<file path="config.mk">
export PLATFORM = sky130hd
export DESIGN_NAME = pirc_irq_ctrl
export DESIGN_NICKNAME = d
export VERILOG_FILES = /design/src/shared/pic_pkg.sv /design/src/design/pic_irq_ctrl.sv
export SDC_FILE = /design/constraint.sdc
export NUM_CORES = 2
export LEC_CHECK = 0
export BUFFER_PORTS_ARGS = -buffer_cell sky130_fd_sc_hd__buf_2
export CORE_ASPECT_RATIO = 0.5
export CORE_MARGIN = 2
export CORE_UTILIZATION = 45
export CTS_CLUSTER_DIAMETER = 100
export DETAILED_ROUTE_END_ITERATION = 7
export GPL_ROUTABILITY_DRIVEN = 0
export PLACE_DENSITY = 0.64
export SYNTH_ARGS = -nofsm -noshare
export SYNTH_HDL_FRONTEND = slang
export SYNTH_SLANG_ARGS = --single-unit
export TNS_END_PERCENT = 100
</file>
<file path="constraint.sdc">
create_clock -name clock -period 106.6 [get_ports clock]
set_input_delay 15.99 -clock clock [delete_from_list [all_inputs] [get_ports clock]]
set_output_delay 15.99 -clock clock [all_outputs]
set_load 0.005 [all_outputs]
</file>
<file path="src/shared/pic_pkg.sv">
package pirc_pkg;
  localparam int REG_W      = 16;
  localparam int NUM_FLAG   = 5;
  localparam int NUM_PRIO   = 18;
  localparam int FIELDS     = 4;
  localparam int NUM_SRC    = NUM_PRIO * FIELDS;
  localparam int NUM_EXT    = 5;
  localparam int NUM_TRAP   = 4;
  localparam logic [6:0] VEC_BASE = 7'h08;
  // Byte offsets of each register word
  localparam logic [11:0] ADDR_CTRL_A  = 12'h000;
  localparam logic [11:0] ADDR_CTRL_B  = 12'h004;
  localparam logic [11:0] ADDR_FLAG0   = 12'h008;
  localparam logic [11:0] ADDR_EN0     = 12'h01c;
  localparam logic [11:0] ADDR_PRIO0   = 12'h030;
  localparam logic [11:0] ADDR_PEND    = 12'h078;
  localparam logic [11:0] ADDR_STATUS  = 12'h07c;
  localparam logic [11:0] ADDR_CORE    = 12'h080;
  localparam logic [11:0] ADDR_IRQSTAT = 12'h084;
  localparam logic [11:0] ADDR_IRQMASK = 12'h088;
  // Field positions
  localparam int NEST_BIT     = 15;
  localparam int TRAP_LSB     = 1;
  localparam int ALTVEC_BIT   = 15;
  localparam int IPL_LSB      = 5;
  localparam int CPU_PRIORITY_MSB_BIT     = 3;
  localparam int PEND_LVL_LSB = 8;
  localparam int EV_NEWVEC    = 0;
  localparam int EV_TRAP      = 1;
  localparam int NUM_EV       = 2;
  // Reset values
  localparam logic [15:0] PRIO_RST = 16'h4444;
  localparam logic [15:0] ZERO16   = 16'h0000;
  // Flag positions of the external request pins
  localparam int EXT_IDX [NUM_EXT] = '{0, 13, 29, 45, 60};
endpackage

</file>
<file path="src/design/pic_irq_ctrl.sv">
`timescale 1ns/100ps
`default_nettype none
module pirc_irq_ctrl
  import pirc_pkg::*;
(
  input  wire logic                clock,
  input  wire logic                srst,
  input  wire logic [11:0]         paddr,
  input  wire logic                psel,
  input  wire logic                penable,
  input  wire logic                pwrite,
  input  wire logic [31:0]         pwdata,
  output logic      [31:0]         prdata,
  output logic                     pready,
  output logic                     pslverr,
  input  wire logic [NUM_SRC-1:0]  srcReq,
  input  wire logic [NUM_TRAP-1:0] trapEvt,
  input  wire logic                trapDone,
  output logic                     cpuIrqReq,
  output logic      [6:0]          cpuVector,
  output logic      [3:0]          cpuLevel,
  output logic                     nestingDisable,
  output logic                     altVectorSel,
  output logic                     irqOut
);
  // Register storage
  logic [REG_W-1:0]     ctrlA_ff;
  logic [REG_W-1:0]     ctrlB_ff;
  logic [REG_W-1:0]     flag_ff [NUM_FLAG];
  logic [REG_W-1:0]     enable_ff [NUM_FLAG];
  logic [REG_W-1:0]     prio_ff [NUM_PRIO];
  logic [6:0]           vector_ff;
  logic [3:0]           level_ff;
  logic [2:0]           iplField_ff;
  logic                 iplMsb_ff;
  logic [NUM_EV-1:0]    evStat_ff;
  logic [NUM_EV-1:0]    evMask_ff;
  logic [NUM_SRC-1:0]   reqMeta_ff;
  logic [NUM_SRC-1:0]   reqSync_ff;
  logic [NUM_SRC-1:0]   reqLast_ff;
  logic [NUM_TRAP-1:0]  trapMeta_ff;
  logic [NUM_TRAP-1:0]  trapSync_ff;
  logic [31:0]          prdata_ff;
  logic                 pready_ff;
  logic                 pslverr_ff;
  logic                 cpuIrqReq_ff;
  logic                 irqOut_ff;

  logic                 wrEn;
  logic                 rdEn;
  logic [NUM_SRC-1:0]   reqLevel;
  logic [NUM_SRC-1:0]   reqRise;
  logic [3:0]           curLevel;
  logic                 bestValid;
  logic [6:0]           bestIdx;
  logic [2:0]           bestPrio;
  logic                 presentReq;
  logic [NUM_EV-1:0]    evSet;
  logic [31:0]          nxt_prdata;
  logic                 nxt_pslverr;

  // Word index relative to a bank base, or an out-of-range value when outside it
  function automatic int bankIdx(input logic [11:0] addr, input logic [11:0] base, input int cnt);
    int idx;
    idx = -1;
    if (addr >= base && addr < base + 12'(cnt * 4) && addr[1:0] == 2'b00)
    begin
      idx = int'((addr - base) >> 2);
    end
    return idx;
  endfunction

  // Reads sampled one cycle before pready rises; writes commit in the cycle pready is high
  assign wrEn = psel & penable & pwrite & pready_ff;
  assign rdEn = psel & penable & ~pready_ff;

  // Pins come from outside the clock domain: two flops first
  always_ff @(posedge clock)
  begin
    if (srst)
    begin
      reqMeta_ff  <= '0;
      reqSync_ff  <= '0;
      reqLast_ff  <= '0;
      trapMeta_ff <= '0;
      trapSync_ff <= '0;
    end
    else
    begin
      reqMeta_ff  <= srcReq;
      reqSync_ff  <= reqMeta_ff;
      reqLast_ff  <= reqLevel;
      trapMeta_ff <= trapEvt;
      trapSync_ff <= trapMeta_ff;
    end
  end

  // External pins may be inverted; every source flags on its rising edge
  always_comb
  begin
    reqLevel = reqSync_ff;
    for (int e = 0; e < NUM_EXT; e++)
    begin
      reqLevel[EXT_IDX[e]] = reqSync_ff[EXT_IDX[e]] ^ ctrlB_ff[e];
    end
    reqRise = reqLevel & ~reqLast_ff;
  end

  // Global control registers; trap status bits set by hardware win over the write
  always_ff @(posedge clock)
  begin
    if (srst)
    begin
      ctrlA_ff <= ZERO16;
      ctrlB_ff <= ZERO16;
    end
    else
    begin
      if (wrEn && paddr == ADDR_CTRL_A)
      begin
        ctrlA_ff <= pwdata[REG_W-1:0];
      end
      if (wrEn && paddr == ADDR_CTRL_B)
      begin
        ctrlB_ff <= pwdata[REG_W-1:0];
      end
      for (int t = 0; t < NUM_TRAP; t++)
      begin
        if (trapSync_ff[t])
        begin
          ctrlA_ff[TRAP_LSB+t] <= 1'b1;
        end
      end
    end
  end

  // Request flags: software writes, a new request sets, set beats clear
  always_ff @(posedge clock)
  begin
    if (srst)
    begin
      for (int r = 0; r < NUM_FLAG; r++)
      begin
        flag_ff[r] <= ZERO16;
      end
    end
    else
    begin
      for (int r = 0; r < NUM_FLAG; r++)
      begin
        logic [REG_W-1:0] base;
        base = (wrEn && bankIdx(paddr, ADDR_FLAG0, NUM_FLAG) == r) ? pwdata[REG_W-1:0] : flag_ff[r];
        for (int b = 0; b < REG_W; b++)
        begin
          if (r * REG_W + b < NUM_SRC && reqRise[r*REG_W+b])
          begin
            base[b] = 1'b1;
          end
        end
        flag_ff[r] <= base;
      end
    end
  end

  // Enable and priority banks, plain read-write storage
  always_ff @(posedge clock)
  begin
    if (srst)
    begin
      for (int r = 0; r < NUM_FLAG; r++)
      begin
        enable_ff[r] <= ZERO16;
      end
      for (int r = 0; r < NUM_PRIO; r++)
      begin
        prio_ff[r] <= PRIO_RST;
      end
    end
    else
    begin
      for (int r = 0; r < NUM_FLAG; r++)
      begin
        if (wrEn && bankIdx(paddr, ADDR_EN0, NUM_FLAG) == r)
        begin
          enable_ff[r] <= pwdata[REG_W-1:0];
        end
      end
      for (int r = 0; r < NUM_PRIO; r++)
      begin
        if (wrEn && bankIdx(paddr, ADDR_PRIO0, NUM_PRIO) == r)
        begin
          prio_ff[r] <= pwdata[REG_W-1:0];
        end
      end
    end
  end

  // CPU level: low field writable, msb only follows traps
  always_ff @(posedge clock)
  begin
    if (srst)
    begin
      iplField_ff <= 3'h0;
      iplMsb_ff   <= 1'b0;
    end
    else
    begin
      if (wrEn && paddr == ADDR_STATUS)
      begin
        iplField_ff <= pwdata[IPL_LSB+2:IPL_LSB];
      end
      if (|trapSync_ff)
      begin
        iplMsb_ff <= 1'b1;
      end
      else if (trapDone)
      begin
        iplMsb_ff <= 1'b0;
      end
    end
  end

  assign curLevel = {iplMsb_ff, iplField_ff};

  // Scan from the top down so the lowest position wins a tie
  always_comb
  begin
    bestValid = 1'b0;
    bestIdx   = 7'h00;
    bestPrio  = 3'h0;
    for (int s = NUM_SRC - 1; s >= 0; s--)
    begin
      logic [2:0] p;
      p = prio_ff[s/FIELDS][(s%FIELDS)*4 +: 3];
      if (flag_ff[s/REG_W][s%REG_W] && enable_ff[s/REG_W][s%REG_W] && p != 3'h0 && p >= bestPrio)
      begin
        bestValid = 1'b1;
        bestIdx   = 7'(s);
        bestPrio  = p;
      end
    end
    presentReq = bestValid && ({1'b0, bestPrio} > curLevel);
  end

  // Pending vector latched whenever a request is presented
  always_ff @(posedge clock)
  begin
    if (srst)
    begin
      vector_ff    <= 7'h00;
      level_ff     <= 4'h0;
      cpuIrqReq_ff <= 1'b0;
    end
    else
    begin
      cpuIrqReq_ff <= presentReq;
      if (presentReq)
      begin
        vector_ff <= VEC_BASE + bestIdx;
        level_ff  <= {1'b0, bestPrio};
      end
    end
  end

  // Event status: new vector and trap; set wins over write-one-clear
  assign evSet[EV_NEWVEC] = presentReq && (!cpuIrqReq_ff || vector_ff != VEC_BASE + bestIdx);
  assign evSet[EV_TRAP]   = |trapSync_ff;

  always_ff @(posedge clock)
  begin
    if (srst)
    begin
      evStat_ff <= '0;
      evMask_ff <= '0;
      irqOut_ff <= 1'b0;
    end
    else
    begin
      if (wrEn && paddr == ADDR_IRQMASK)
      begin
        evMask_ff <= pwdata[NUM_EV-1:0];
      end
      if (wrEn && paddr == ADDR_IRQSTAT)
      begin
        evStat_ff <= (evStat_ff & ~pwdata[NUM_EV-1:0]) | evSet;
      end
      else
      begin
        evStat_ff <= evStat_ff | evSet;
      end
      irqOut_ff <= |(evStat_ff & evMask_ff);
    end
  end

  // Read mux; unmapped words read zero with an error
  always_comb
  begin
    int fi;
    int ei;
    int pi;
    fi = bankIdx(paddr, ADDR_FLAG0, NUM_FLAG);
    ei = bankIdx(paddr, ADDR_EN0, NUM_FLAG);
    pi = bankIdx(paddr, ADDR_PRIO0, NUM_PRIO);
    nxt_prdata  = 32'h0000_0000;
    nxt_pslverr = 1'b0;
    if (paddr == ADDR_CTRL_A)
      nxt_prdata[REG_W-1:0] = ctrlA_ff;
    else if (paddr == ADDR_CTRL_B)
      nxt_prdata[REG_W-1:0] = ctrlB_ff;
    else if (fi >= 0)
      nxt_prdata[REG_W-1:0] = flag_ff[fi];
    else if (ei >= 0)
      nxt_prdata[REG_W-1:0] = enable_ff[ei];
    else if (pi >= 0)
      nxt_prdata[REG_W-1:0] = prio_ff[pi];
    else if (paddr == ADDR_PEND)
    begin
      nxt_prdata[6:0] = vector_ff;
      nxt_prdata[PEND_LVL_LSB +: 4] = level_ff;
    end
    else if (paddr == ADDR_STATUS)
      nxt_prdata[IPL_LSB +: 3] = iplField_ff;
    else if (paddr == ADDR_CORE)
      nxt_prdata[CPU_PRIORITY_MSB_BIT] = iplMsb_ff;
    else if (paddr == ADDR_IRQSTAT)
      nxt_prdata[NUM_EV-1:0] = evStat_ff;
    else if (paddr == ADDR_IRQMASK)
      nxt_prdata[NUM_EV-1:0] = evMask_ff;
    else
      nxt_pslverr = 1'b1;
  end

  // One wait state: pready rises in the second access cycle
  always_ff @(posedge clock)
  begin
    if (srst)
    begin
      prdata_ff  <= 32'h0000_0000;
      pready_ff  <= 1'b0;
      pslverr_ff <= 1'b0;
    end
    else
    begin
      pready_ff  <= rdEn;
      pslverr_ff <= rdEn & nxt_pslverr;
      if (rdEn && !pwrite)
      begin
        prdata_ff <= nxt_prdata;
      end
    end
  end

  assign prdata         = prdata_ff;
  assign pready         = pready_ff;
  assign pslverr        = pslverr_ff;
  assign cpuIrqReq      = cpuIrqReq_ff;
  assign cpuVector      = vector_ff;
  assign cpuLevel       = level_ff;
  assign nestingDisable = ctrlA_ff[NEST_BIT];
  assign altVectorSel   = ctrlB_ff[ALTVEC_BIT];
  assign irqOut         = irqOut_ff;
endmodule
`default_nettype wire

</file>
==> results.md <==
- Status: finished with violations
- Failing checks: DRC
- Tot Pwr: roughly 710 uW
- DR WL/cell: approximately 27 um
- Worst setup EP type: flop
- Reg clk slew, reported paths: ~0.060 ns
- Final Hold Viols: 0
- Fin. max-slew vios: 0
- Via-to-Cell Ratio: approximately 6.5
- Leakage: between 0.015 and 0.02 uW
- Hold Path Class: flop to flop
- Grt ovf: 0
- Most frequent cells in the layout: nand2_1 (531), dfxtp_1 (373), edfxtp_1 (368), nor2_1 (301), a21oi_1 (262)
- Row count: 79
- Hold-fix buffers, CTS: 0
- PD cells: ~15 nW/um^2
- Fin crit share: 0.944
- Asr flop ratio synth: 0
- Seq/Total Area, Yosys: 0.438
- Crit start category: flop
- Worst-path maximum fanout: 9
- Net Sw Frac: 0.298
- Synth Cell Area: about 42000 sq um
- Crit path DAT: just over 100 ns
- Commonest non-fill, non-tap cell in the layout: nand2_1
- Clk Latency, worst-skew pair: 0.66 ns
- Cell count after synthesis: approximately 4700
- Die width: 438 um
- Setup Viol. Count Final: 0
- Area after DPL: between 40000 and 50000 sq um
- Clock power share: 0.365
- Clock root buffer: clkbuf_16
- Distinct cell type count after synthesis: between 100 and 150
- Core ar.: a little over 90000 sq um
- Comb power frac: 0.181
- Pre-antenna DRT Iters: 8
- Ys flop type: dfxtp_1
- H-tree depth: 3
- CTS tree: done
- Initial Util: 0.454
- Final Instance Area: 47100 sq um
- Min cycle time layout: about 100 ns
- Achievable Freq: about 9.9 MHz
- Yosys Warn Count: 0
- Total CTS buffers: just over 70
- Fraction of layout cells with a size suffix above 1: 0.128
- Clock skew: about 0.022 ns
- Initial DRC count: around 6500
- Syn Area/Cell: roughly 9.1 sq um
- Remaining DRCs: 14
- Fillers: slightly below 9000
- Number of flops mapped to enable cells by yosys: roughly 370
- Rel. slew slack: 0.161
- MaxCap Viol Count: 0
- Crit Path Class: flop to flop
- Fin nets: between 4000 and 5000
- Slowest-stage cell, CP: edfxtp_1
- Die Height: 221 um
- Reg-to-Reg End: cpuVector[2]$_SDFFE_PP0P_
- Io pins: between 150 and 200
- Worst ir drop on vdd: 0.0000148 V
- Largest net degree at the start of global routing: 116
- Psw: roughly 210 uW
- Number of global-route vias before repair: around 35000
- Port bufs: 141
- Pint: roughly 500 uW
- Number of synthesized register bits: about 740
- All-layer global routing usage: 0.327
- Min-delay src: reqMeta_ff[56]$_SDFF_PP0_
- FF-to-FF setup slack: ~5.9 ns
- Clock sinks: 742
- CP Launch Point: enable_ff[4][7]$_DFFE_PP_
- Total number of vias: just under 40000
- Initial antenna violation count: 12
- Final WL: 165 mm
- HPWL Detailed: between 100 and 150 mm
- R2r startpoint: enable_ff[4][7]$_DFFE_PP_
- First-pass GRT wire length: about 230 mm
- Crit path required time: about 110 ns
- Largest stage delay on the critical path: 0.54 ns
- R2R cell count: about 500
- Sequential power share: 0.454
- Routed Antenna Nets: 0
- Worst-Margin Slew: between 1 and 1.5 ns
- Most frequent CP cell: ha_1
- End of the critical path: cpuVector[2]$_SDFFE_PP0P_
- Total die area: 96600 sq um
- Layout area overhead: 11.4%
- Max Buffers Root-to-Sink: 3
-- Yosys cell counts (all sizes together), types with 17 or more instances --
cell     count  area [sq um]
nor2       307          1150
o211ai      43           328
nand3      128           641
dfxtp      374          7490
a21o        27           204
a221oi      38           374
or2         32           203
inv        157           589
o21ai      204          1050
nand4       27           169
o221ai      33           332
buf         46           263
nand2b     182          1140
o21bai      31           236
and3        55           344
and2       249          1560
mux2        45           510
o311ai      17           201
maj3        26           262
nand2      534          2010
a22oi       26           219
o2111ai     18           158
o31ai       22           208
o22ai       50           319
a31oi      134           883
ha          93          1160
a21oi      277          1420
or3         55           349
clkbuf     222           835
a21boi      21           169
a211oi      80           658
edfxtp     368         11100
mux2i       77           771
nor3       107           561
nor2b      256          1600
o21a        26           204
nor4        40           263
-- cells by family after synthesis --
group / after synthesis / share of synthesized area
flops: 742 / 0.438
mux: 127 / 0.0329
xor+xnor: 17 / 0.00352
compound gates: 1228 / 0.207
buf+inv: 426 / 0.0400
simple gates: 2013 / 0.244
other cells: 1 / 0.0000886
fa+ha+maj: 119 / 0.0337
-- registers in the layout, summed over array words and instances (netlist names), 2 cells and up --
| signal | flops |
|---|---|
| iplField_ff | 3 |
| prdata | 16 |
| evMask_ff | 2 |
| reqSync_ff | 72 |
| trapSync_ff | 4 |
| flag_ff | 80 |
| prio_ff | 288 |
| cpuLevel | 3 |
| evStat_ff | 2 |
| reqMeta_ff | 72 |
| trapMeta_ff | 4 |
| ctrlA_ff | 16 |
| reqLast_ff | 72 |
| cpuVector | 7 |
| enable_ff | 80 |
| ctrlB_ff | 16 |
-- power by group through the flow --
stage	sequential (uW)	combinational, uW	clock, uW
floorplan	320	84.0	0
global placement	327	115	0
detailed placement	327	118	0
CTS	321	119	261
global route	323	138	273
finish	323	129	260
-- routing by layer --
layer,routed length (um),part of all wire,vias up,GRT usage
met5,484,0.0029,-,0.0225
met4,8990,0.055,12,0.155
met3,28400,0.17,579,0.161
met2,63600,0.39,2793,0.437
met1,63400,0.38,18600,0.433
li1,-,-,17200,-
-- per-stage QoR --
step / setup TNS, ns / utilization / cells / hold slack (ns) / setup WS [ns]
after floorplan: 0 / - / 4689 / 0.414 / 14.95
after global placement: 0 / 0.475 / 5890 / 0.420 / 4.50
after detailed placement: 0 / 0.475 / 5890 / 0.424 / 2.49
after CTS: 0 / 0.500 / 6020 / 0.432 / 2.03
after global routing: -6.18 / 0.506 / 6047 / 0.443 / -0.569
final: 0 / 0.506 / 6057 / 0.430 / 5.94
-- critical path: cells and delay by family (launching register included) --
kind	cells	cell delay [ns]
multiplexers	19	6.59
flip-flops	1	0.54
AND/OR/NAND/NOR	163	26.08
buffers and inverters	12	1.00
adder cells (fa/ha/maj)	93	27.24
AO/OA/AOI/OAI	211	39.01
-- how the worst min path moves through the flow --
stage	to	slack, ns	cells after the start
2_1_floorplan	reqSync_ff[0]$_SDFF_PP0_	0.41	1
3_3_place_gp	reqSync_ff[69]$_SDFF_PP0_	0.42	1
3_5_place_dp	reqSync_ff[28]$_SDFF_PP0_	0.42	1
4_1_cts	reqSync_ff[56]$_SDFF_PP0_	0.43	1
5_1_grt	reqSync_ff[56]$_SDFF_PP0_	0.44	1
6_report	reqSync_ff[56]$_SDFF_PP0_	0.43	1
-- what timing repair did --
item,CTS,global route
setup buffers,0,27
setup endpoints to repair,0,12
resized for setup,0,87
-- cell type report --
class	instances	area, sq um	area share
antenna	10	25.0	0.000531
clock buffer	97	2070	0.0439
clock inverter	33	294	0.00624
inverter	158	593	0.0126
multi-input combinational	3521	22600	0.478
sequential	742	18500	0.393
tap	1255	1570	0.0333
timing repair buffer	241	1500	0.0318
Power figures use the tool's default switching activity.
